<file path="src/tme_pkg.sv">
// Functional notes
// - Trigger control presence flag always reads 1 and is read-only.
// - Trigger control absolute-setting select always reads 0 and is read-only.
// - Trigger control enable always reads 1 and is read-only.
// - Trigger active level: 0 active low, 1 active high; resets to 1.
// - Trigger origin: codes 0 to 3 input ports, 7 software; resets to 0.
// - Trigger style: 0 programmable, 1 level; resets to 1.
// - Software origin permits programmable style only; level style is invalid there.
// - Each error status bit flags one feature control register, 1 meaning error.
// - Error flag is updated on every write to its feature register.
// - Flag set when setting is below minimum or above maximum.
// - Out-of-range settings never stop capture; the setting stays in use.
// - Error bit 0 flags an out-of-range brightness setting.
// - Error bit 7 flags an out-of-range shutter setting.
// - Error bit 8 flags an out-of-range gain setting.
// - Error bit 12 flags an out-of-range trigger control setting.
// - Shutter allowed range is 1 to 4095.
// - Gain allowed range is 0 to 740 at 8 bit, 0 to 125 at 16 bit.
// - Bit 0 of every register is the most significant of 32 bits.
package tme_pkg;
    // ***************************************************
    // Register offsets
    // ***************************************************
    localparam int ADDR_W = 12;
    localparam logic [11:0] OFS_ERR_HIGH = 12'h640;
    localparam logic [11:0] OFS_TRIG_CTRL = 12'h830;
    localparam logic [11:0] OFS_BRIGHT_DEF = 12'h800;
    localparam logic [11:0] OFS_SHUTTER_DEF = 12'h81C;
    localparam logic [11:0] OFS_GAIN = 12'h820;

    // ***************************************************
    // Field positions, LSB index = 31 - documented bit
    // ***************************************************
    localparam int POS_PRESENT = 31;
    localparam int POS_ABS_SEL = 30;
    localparam int POS_ENABLE = 25;
    localparam int POS_POLARITY = 24;
    localparam int POS_ORIGIN_LO = 21;
    localparam int ORIGIN_W = 3;
    localparam int POS_STYLE_LO = 16;
    localparam int STYLE_W = 4;
    localparam int VALUE_W = 12;
    localparam int POS_ERR_BRIGHT = 31;
    localparam int POS_ERR_SHUTTER = 24;
    localparam int POS_ERR_GAIN = 23;
    localparam int POS_ERR_TRIG = 19;

    // ***************************************************
    // Codes and reset values
    // ***************************************************
    localparam logic [2:0] ORIGIN_PORT_MAX = 3'h3;
    localparam logic [2:0] ORIGIN_SOFTWARE = 3'h7;
    localparam logic [3:0] STYLE_PROG = 4'h0;
    localparam logic [3:0] STYLE_LEVEL = 4'h1;
    localparam logic RST_POLARITY = 1'b1;
    localparam logic [2:0] RST_ORIGIN = 3'h0;
    localparam logic [3:0] RST_STYLE = 4'h1;

    // ***************************************************
    // Limits
    // ***************************************************
    localparam logic [11:0] SHUTTER_MIN = 12'h001;
    localparam logic [11:0] SHUTTER_MAX = 12'hFFF;
    localparam logic [11:0] GAIN_MIN = 12'h000;
    localparam logic [11:0] GAIN_MAX_8BIT = 12'h2E4;
    localparam logic [11:0] GAIN_MAX_16BIT = 12'h07D;
    localparam logic [11:0] BRIGHT_MIN_DEF = 12'h000;
    localparam logic [11:0] BRIGHT_MAX_DEF = 12'h3FF;
endpackage

</file>
<file path="src/tme_trigger_ctrl.sv">
`timescale 1ns/1ps
module tme_trigger_ctrl
#(
    parameter logic [11:0] OFS_BRIGHT = tme_pkg::OFS_BRIGHT_DEF,
    parameter logic [11:0] OFS_SHUTTER = tme_pkg::OFS_SHUTTER_DEF,
    parameter logic [11:0] BRIGHT_MIN = tme_pkg::BRIGHT_MIN_DEF,
    parameter logic [11:0] BRIGHT_MAX = tme_pkg::BRIGHT_MAX_DEF
)
(
    // Clock, reset, enable
    input wire logic clk,
    input wire logic rst,
    input wire logic ce,
    // Register access
    input wire logic [tme_pkg::ADDR_W-1:0] reg_addr,
    input wire logic reg_wr,
    input wire logic reg_rd,
    input wire logic [31:0] reg_wdata,
    output logic [31:0] reg_rdata,
    // Pixel depth
    input wire logic pixel_16bit,
    // Trigger settings
    output logic trig_polarity,
    output logic [tme_pkg::ORIGIN_W-1:0] trig_origin,
    output logic [tme_pkg::STYLE_W-1:0] trig_style
);
    import tme_pkg::*;

    // ***************************************************
    // Helpers
    // ***************************************************
    function automatic logic trig_bad(input logic [2:0] org, input logic [3:0] sty);
        logic org_ok;
        logic sty_ok;
        org_ok = (org <= ORIGIN_PORT_MAX) || (org == ORIGIN_SOFTWARE);
        sty_ok = (sty == STYLE_PROG) || (sty == STYLE_LEVEL);
        return !org_ok || !sty_ok || (org == ORIGIN_SOFTWARE && sty == STYLE_LEVEL);
    endfunction

    function automatic logic hit(input logic [11:0] a, input logic [11:0] ofs);
        return a == ofs;
    endfunction

    logic wr_en;
    logic rd_en;
    logic [ORIGIN_W-1:0] w_origin;
    logic [STYLE_W-1:0] w_style;
    logic [VALUE_W-1:0] w_value;
    logic err_trig_reg;
    logic [2:0] feat_wr;
    logic [2:0] feat_flag;
    logic [2:0][VALUE_W-1:0] feat_lo;
    logic [2:0][VALUE_W-1:0] feat_hi;
    logic [31:0] trig_word;
    logic [31:0] err_word;
    logic [31:0] rdata_next;

    assign wr_en = ce && reg_wr;
    assign rd_en = ce && reg_rd;
    assign w_origin = reg_wdata[POS_ORIGIN_LO +: ORIGIN_W];
    assign w_style = reg_wdata[POS_STYLE_LO +: STYLE_W];
    assign w_value = reg_wdata[VALUE_W-1:0];

    // ***************************************************
    // Trigger control register
    // ***************************************************
    always_ff @(posedge clk or posedge rst)
    begin
        if (rst)
        begin
            trig_polarity <= RST_POLARITY;
            trig_origin <= RST_ORIGIN;
            trig_style <= RST_STYLE;
        end
        else if (wr_en && hit(reg_addr, OFS_TRIG_CTRL))
        begin
            trig_polarity <= reg_wdata[POS_POLARITY];
            trig_origin <= w_origin;
            trig_style <= w_style;
        end
    end

    always_ff @(posedge clk or posedge rst)
    begin
        if (rst)
            err_trig_reg <= 1'b0;
        else if (wr_en && hit(reg_addr, OFS_TRIG_CTRL))
            err_trig_reg <= trig_bad(w_origin, w_style);
    end

    // ***************************************************
    // Feature range flags: brightness, shutter, gain
    // ***************************************************
    assign feat_wr[0] = wr_en && hit(reg_addr, OFS_BRIGHT);
    assign feat_wr[1] = wr_en && hit(reg_addr, OFS_SHUTTER);
    assign feat_wr[2] = wr_en && hit(reg_addr, OFS_GAIN);
    assign feat_lo[0] = BRIGHT_MIN;
    assign feat_hi[0] = BRIGHT_MAX;
    assign feat_lo[1] = SHUTTER_MIN;
    assign feat_hi[1] = SHUTTER_MAX;
    assign feat_lo[2] = GAIN_MIN;
    assign feat_hi[2] = pixel_16bit ? GAIN_MAX_16BIT : GAIN_MAX_8BIT;

    for (genvar i = 0; i < 3; i++)
    begin : g_feat
        tme_range_flag #(.W(VALUE_W)) u_flag (
            .clk(clk),
            .rst(rst),
            .ce(ce),
            .update(feat_wr[i]),
            .value(w_value),
            .lo(feat_lo[i]),
            .hi(feat_hi[i]),
            .flag_reg(feat_flag[i])
        );
    end

    // ***************************************************
    // Read path
    // ***************************************************
    always_comb
    begin
        trig_word = 32'h0000_0000;
        trig_word[POS_PRESENT] = 1'b1;
        trig_word[POS_ABS_SEL] = 1'b0;
        trig_word[POS_ENABLE] = 1'b1;
        trig_word[POS_POLARITY] = trig_polarity;
        trig_word[POS_ORIGIN_LO +: ORIGIN_W] = trig_origin;
        trig_word[POS_STYLE_LO +: STYLE_W] = trig_style;
        err_word = 32'h0000_0000;
        err_word[POS_ERR_BRIGHT] = feat_flag[0];
        err_word[POS_ERR_SHUTTER] = feat_flag[1];
        err_word[POS_ERR_GAIN] = feat_flag[2];
        err_word[POS_ERR_TRIG] = err_trig_reg;
        if (hit(reg_addr, OFS_TRIG_CTRL))
            rdata_next = trig_word;
        else if (hit(reg_addr, OFS_ERR_HIGH))
            rdata_next = err_word;
        else
            rdata_next = 32'h0000_0000;
    end

    always_ff @(posedge clk or posedge rst)
    begin
        if (rst)
            reg_rdata <= 32'h0000_0000;
        else if (rd_en)
            reg_rdata <= rdata_next;
    end
endmodule

</file>
<file path="src/tme_range_flag.sv">
`timescale 1ns/1ps
module tme_range_flag
#(
    parameter int W = 12
)
(
    // Clock and reset
    input wire logic clk,
    input wire logic rst,
    input wire logic ce,
    // Update request
    input wire logic update,
    input wire logic [W-1:0] value,
    input wire logic [W-1:0] lo,
    input wire logic [W-1:0] hi,
    // Flag
    output logic flag_reg
);
    // ***************************************************
    // Range flag, rewritten on every update
    // ***************************************************
    always_ff @(posedge clk or posedge rst)
    begin
        if (rst)
            flag_reg <= 1'b0;
        else if (ce && update)
            flag_reg <= (value < lo) || (value > hi);
    end
endmodule

</file>
<file path="config.mk">
export PLATFORM = sky130hd
export DESIGN_NAME = tme_trigger_ctrl
export DESIGN_NICKNAME = d
export VERILOG_FILES = /design/src/tme_pkg.sv /design/src/tme_trigger_ctrl.sv /design/src/tme_range_flag.sv
export SDC_FILE = /design/constraint.sdc
export NUM_CORES = 1
export LEC_CHECK = 0
export ABC_AREA = 1
export BUFFER_PORTS_ARGS = -buffer_cell sky130_fd_sc_hd__buf_2
export CORE_MARGIN = 3
export CORE_UTILIZATION = 60
export CTS_BUF_LIST = sky130_fd_sc_hd__clkbuf_8
export DETAILED_ROUTE_END_ITERATION = 7
export HOLD_SLACK_MARGIN = 0.15
export PLACE_DENSITY = 0.94
export SLEW_MARGIN = 20
export SYNTH_ARGS = -nofsm -noshare
export SYNTH_HDL_FRONTEND = slang
export SYNTH_HIERARCHICAL = 1
export SYNTH_SLANG_ARGS = --single-unit
</file>
<file path="constraint.sdc">
create_clock -name clk -period 1.2 [get_ports clk]
set_input_delay 0.12 -clock clk [delete_from_list [all_inputs] [get_ports clk]]
set_output_delay 0.12 -clock clk [all_outputs]
set_load 0.02 [all_outputs]
</file>
==> results of run 1 <==
[per-stage QoR]
stage	utilization	total power [mW]	setup slack, ps	setup TNS, ps
global route	0.7788	2.372	2.802	0
detailed placement	0.7477	1.688	-191.2	-436.0
global placement	0.7477	1.634	-129.2	-301.6
CTS	0.7690	2.139	7.430	0
finish	0.7788	2.192	96.77	0
floorplan	-	1.471	96.29	0
[power groups by stage]
stage                     registers [mW]  clock network (mW)  logic, mW
after floorplan                    0.758                   0      0.713
after global placement             0.757                   0      0.877
after detailed placement           0.757                   0      0.931
after CTS                          0.743               0.443      0.953
after global routing               0.743               0.480       1.15
final                              0.743               0.445       1.00
[worst min-delay path by stage]
stage,startpoint,endpoint,slack (ps),cells past startpoint
2_1_floorplan,rst,g_feat[0].u_flag/flag_reg,-150,1
6_report,reg_wdata[23],trig_origin[2],150,3
5_1_grt,reg_wdata[23],trig_origin[2],160,3
3_3_place_gp,rst,g_feat[2].u_flag/flag_reg,-8,2
3_5_place_dp,rst,g_feat[2].u_flag/flag_reg,-8,2
4_1_cts,reg_wdata[17],trig_style[1],160,3
[cells by family (layout without fill, tap and decap cells)]
kind of cell,Yosys count,count (layout),share of synthesized area
adder cells (fa/ha/maj),69,69,0.2591
buffers and inverters,150,201,0.1960
other,2,89,0.002254
flip-flops,22,22,0.1660
AND/OR/NAND/NOR,230,230,0.3199
AO/OA/AOI/OAI,34,34,0.05670
[cells in the final DEF (no fill, tap or decap), drive strengths merged]
cell           n
buf           65
conb          89
dlygate4sd3    7
dfrtp         20
a21oi         24
clkbuf         3
nand3         19
ha            69
inv          126
nor2          27
nand4         11
nand2        170
a21o           3
nor4           3
dfstp          2
o21ai          7
[what timing repair did]
item	CTS	global route
setup endpoints to repair	0	2
hold endpoints to repair	28	0
hold buffers	7	0
resized for setup	0	7
[synth_stat cells (3+ instances only)]
cell type and count:
o21ai_2 3, nand3_1 18, nand4_1 8, nand4_2 3
nor2_1 15, o21ai_1 3, nor2_4 9, inv_1 107
nor4_1 3, a21oi_1 24, inv_2 19, nand2_4 3
nor2_2 3, ha_1 69, nand2_2 6, a21o_1 3
dfrtp_1 20, buf_4 22, nand2_1 161
[layout make-up]
cell class / count / area share
repair buffers: 72 / 0.1031
inverters: 126 / 0.1160
flip-flops and latches: 22 / 0.1356
multi-input cells: 422 / 0.6138
well taps: 70 / 0.02147
clock buffers: 3 / 0.01012
[per-layer routing]
| layer | vias up | share of wire | global-route usage |
|---|---|---|---|
| li1 | 1717 | - | - |
| met1 | 1473 | 0.38 | 0.2439 |
| met2 | 87 | 0.54 | 0.4768 |
| met3 | 31 | 0.041 | 0.03700 |
| met4 | 0 | 0.041 | 0.1453 |
| met5 | - | 0 | 0 |
==> results.yml, run 1 <==
place:
  gp_congestion: 0.8020
  dpl_cell_area_mm2: 0.003916
  dp.cells: 705
  post-dp-hpwl_um: 6397
  port_buffers: 55
synthesis:
  post-synth-top-area-fraction: 0.2591
  synth_edf_count: 0
  ys_types: 25
  syn_area_mm2: 0.003332
  yosys_warnings: 6
  yosys.area.top_type: "ha_1"
  avgSynthCellArea_um2: 6.572
  synth_flop_cell: "dfrtp_1"
  synth_seq_cells: 22
  synth-seq-area-share: 0.1660
  syn_inst: 507
  async_flop_share: 1.000
  yosys-top-cells-area: "ha_1 26%, nand2_1 18%, dfrtp_1 15%"
cts:
  clk_pin_slew_worst_paths_ps: 70
  clock-sinks: 22
  clk_path_buf_depth: 2
  tritoncts: "done"
  cts_setup_buffers: 0
  numCtsBuffers: 3
  cts-root-buf: "clkbuf_8"
  cts_htree_levels: 1
  clk_latency_ps: 260
routing:
  first_iter_violations: 110
  avgRoutedWirePerCell_um: 10.83
  viasPerCell: 4.627
  dr.pass1.iters: 4
  drc: 0
  postRouteAntennaNets: 0
  routed_wl_um: 7744
  dr_total_vias: 3308
final_layout:
  final_area_mm2: 0.004079
  fillers: 393
  top_register: "reg_rdata"
  final_nets: 766
  areaGrowthSynthToFinish_pct: 22.42
  num_antenna_cells: 0
  layout-drive-gt1-share: 0.1907
  largest_reg_flops: 10
  largestRegisters: "reg_rdata: 10 flops, trig_style: 4 flops"
  stdcell_count: 715
  multi_input_area_mm2: 0.002504
  seqCellArea_um2: 553.0
power:
  p_per_area_mw_per_mm2: 537.3
  power_frac_clock: 0.203
  switching_share: 0.3825
  ir_drop_v: 0.0005860
  comb_power_share: 0.458
  internal-power_mw: 1.353
  p_sw_mw: 0.8384
  power_leakage_nw: 2.701
  pwr-share-seq: 0.339
critical_path:
  rr_startpoint: "trig_polarity"
  crit_arrival_ps: 980
  r2r_end: "reg_rdata[24]"
  reg2reg_slack_ps: 340
  crit_path_start_kind: "flip-flop"
  crit_buf_inv: 1
  startpoint: "trig_style[0]"
  worstSetupPathDepth: 1
  worstSetupEndpoint: "trig_style[0]"
  crit_path_max_fanout: 3
  critPathRequiredTime_ps: 1080
  critPathKind: "reg2out"
  critPathCaptureType: "output port"
  slowest_delay_ps: 560
  worstPathCellList: "buf_2"
  cp_top_family: "flip-flops"
  cpMaxStageDelayCell: "dfstp_2"
  rr_worst_depth: 4
global_routing:
  track_usage: 0.2466
  grt_start_max_net_pins: 20
  grt_pass1_vias: 3262
  grt_pass1_wl_um: 12880
  grt-ovfl-total: 0
  antenna_found_initial: 0
floorplan:
  rows: 26
  core_area_mm2: 0.005238
  io_pins: 90
  die_w_um: 80.52
  die-area_mm2: 0.006483
  start_util: 0.6362
  fp.dieH_um: 80.52
sta:
  max_clock_freq_mhz: 906.4
  clock_skew_ps: 1.196
  grt_setup_unrepaired: "false"
  setup_viol: 0
  whs_ps: 152.6
  hold_violations: 0
  fin_crit_ps: 1103
  fin_crit_sh: 0.9194
  maxSlewViolCount: 0
status:
  status: "complete, no violations"
run:
  maxCapViolations: 0
hold_path:
  min_path_type: "in2reg"
Power figures use the tool's default switching activity.
==> inputs of run 2 (changes only) <==
Clock period 1.2 ns to 1.3 ns, I/O delays scaled along.
==> run 2 against run 1 <==
Against the previous run: clock power down 4%; cell area down 2.2%; via count up 1.9%; sequential power down 7.7%; combinational power down 12%; core utilization down 1.7 points; worst setup slack better by 32 ps; flip-flop and latch count unchanged; count of clock-buffer cells in the layout unchanged; hold slack better by 22 ps; first-iteration DRC count up 7.3%.
==> results.yml, run 2 (synthesis results as in run 1) <==
status:
  status: "complete, no violations"
hold_path:
  hold_depth: 3
  hold_start: "reg_wdata[23]"
  whs_endpoint: "trig_origin[2]"
  min_path_type: "in2reg"
global_routing:
  grt-ovfl-total: 0
  track_usage: 0.2654
  grt_start_max_net_pins: 14
  grt_pass1_wl_um: 13700
  grt_pass1_vias: 3351
  antenna_found_initial: 0
cts:
  clk_latency_ps: 270
  cts_htree_levels: 1
  numCtsBuffers: 3
  clk_path_buf_depth: 2
  tritoncts: "done"
  clk_pin_slew_worst_paths_ps: 80
  cts_setup_buffers: 0
  cts-root-buf: "clkbuf_8"
  clock-sinks: 22
floorplan:
  fp.dieH_um: 80.52
  io_pins: 90
  start_util: 0.6362
  die-area_mm2: 0.006483
  core_area_mm2: 0.005238
  die_w_um: 80.52
  rows: 26
final_layout:
  stdcell_count: 709
  largest_reg_flops: 10
  num_antenna_cells: 0
  top_register: "reg_rdata"
  largestRegisters: "reg_rdata: 10 flops, trig_style: 4 flops"
  final_nets: 760
  layout-drive-gt1-share: 0.1753
  final_common_cell: "nand2_1"
  fillers: 396
  mostFrequentLayoutCells: "161 x nand2_1, 107 x inv_1, 89 x conb_1"
  areaGrowthSynthToFinish_pct: 19.75
critical_path:
  crit_arrival_ps: 1330
  rr_startpoint: "trig_polarity"
  cp_top_family: "buffers and inverters"
  reg2reg_slack_ps: 410
  worstPathCellList: "dlygate4sd3_1, buf_2, nor2_4, nand3_1, nand2_1, nand3_1, nand2_1, nand2_1"
  critPathRequiredTime_ps: 1460
  rr_worst_depth: 4
  crit_buf_inv: 2
  slowest_delay_ps: 560
  worstSetupPathDepth: 8
  crit_path_frequent_cell: "nand2_1"
  crit_path_max_fanout: 3
  critPathKind: "in2reg"
  r2r_end: "reg_rdata[24]"
  cpMaxStageDelayCell: "dlygate4sd3_1"
  critPathCaptureType: "flip-flop"
  crit_path_start_kind: "primary input"
routing:
  postRouteAntennaNets: 0
  dr_total_vias: 3371
  drc: 0
  avgRoutedWirePerCell_um: 11.36
  viasPerCell: 4.755
  dr.pass1.iters: 5
  first_iter_violations: 118
  routed_wl_um: 8051
power:
  power_leakage_nw: 2.669
  ir_drop_v: 0.0005671
  p_total_mw: 1.994
  p_per_area_mw_per_mm2: 499.8
sta:
  clock_skew_ps: 3.909
  fin_crit_sh: 0.9006
  maxSlewViolCount: 0
  fin_crit_ps: 1171
  grt_setup_unrepaired: "false"
  max_clock_freq_mhz: 854.1
  setup_viol: 0
  hold_violations: 0
place:
  gp_congestion: 0.8021
  post-dp-hpwl_um: 6393
  port_buffers: 55
  dp.cells: 699
run:
  maxCapViolations: 0
## run 2: cell types whose count changed in the layout (fill, tap and decap cells not counted)
cell,change
buf_4,-6
a21oi_1,+1
a21oi_2,-1
nand2_2,-1
nand2_1,+1
ha_1,+3
ha_4,-3
## run 2: cell type report
type                            count  area, um^2  area share
Multi-Input combinational cell    422        2460      0.6165
Sequential cell                    22       553.0      0.1386
Inverter                          126       473.0      0.1185
Timing Repair Buffer               66       375.4     0.09407
Tap cell                           70       87.58     0.02195
Clock buffer                        3       41.29     0.01035
## run 2: metal layers
metal  GRT usage  part of all wire  vias up
li1            -                 -     1702
met2      0.5116              0.53      135
met1      0.2665              0.37     1491
met3     0.03924             0.047       43
met5           0                 0        -
met4      0.1503             0.053        0
## run 2: what timing repair did
item,CTS,global route
hold buffers,7,0
resized for setup,0,2
endpoints found under the hold margin,17,0
endpoints found under the setup margin,0,1
## run 2: per-stage QoR
step / utilization / setup slack [ps] / TNS [ps] / instance area [um^2] / hold slack, ps
5_1_grt: 0.7618 / 25.59 / 0 / 3990 / 188.3
4_1_cts: 0.7604 / 148.5 / 0 / 3983 / 171.1
3_5_place_dp: 0.7391 / -120.7 / -204.3 / 3871 / 4.665
3_3_place_gp: 0.7391 / -39.66 / -39.66 / 3871 / 1.628
2_1_floorplan: - / 186.3 / 0 / 3659 / -141.3
6_report: 0.7618 / 129.2 / 0 / 3990 / 174.4
## run 2: how the worst max path moves through the flow
stage / from / end / slack (ps)
global placement: pixel_16bit / g_feat[2].u_flag/flag_reg / -40
finish: reg_wdata[18] / err_trig_reg / 130
detailed placement: pixel_16bit / g_feat[2].u_flag/flag_reg / -120
CTS: reg_wdata[18] / err_trig_reg / 150
global route: pixel_16bit / g_feat[2].u_flag/flag_reg / 30
floorplan: pixel_16bit / g_feat[2].u_flag/flag_reg / 190
## run 2: worst min-delay path, cell delays in order
cell and delay [ps]:
buf_2 110, inv_1 90, o21ai_2 70
## run 2: where the power goes
part	switching, mW	total, mW	internal, mW
clock	0.220	0.427	0.207
sequential	0.000838	0.686	0.685
combinational	0.554	0.881	0.327
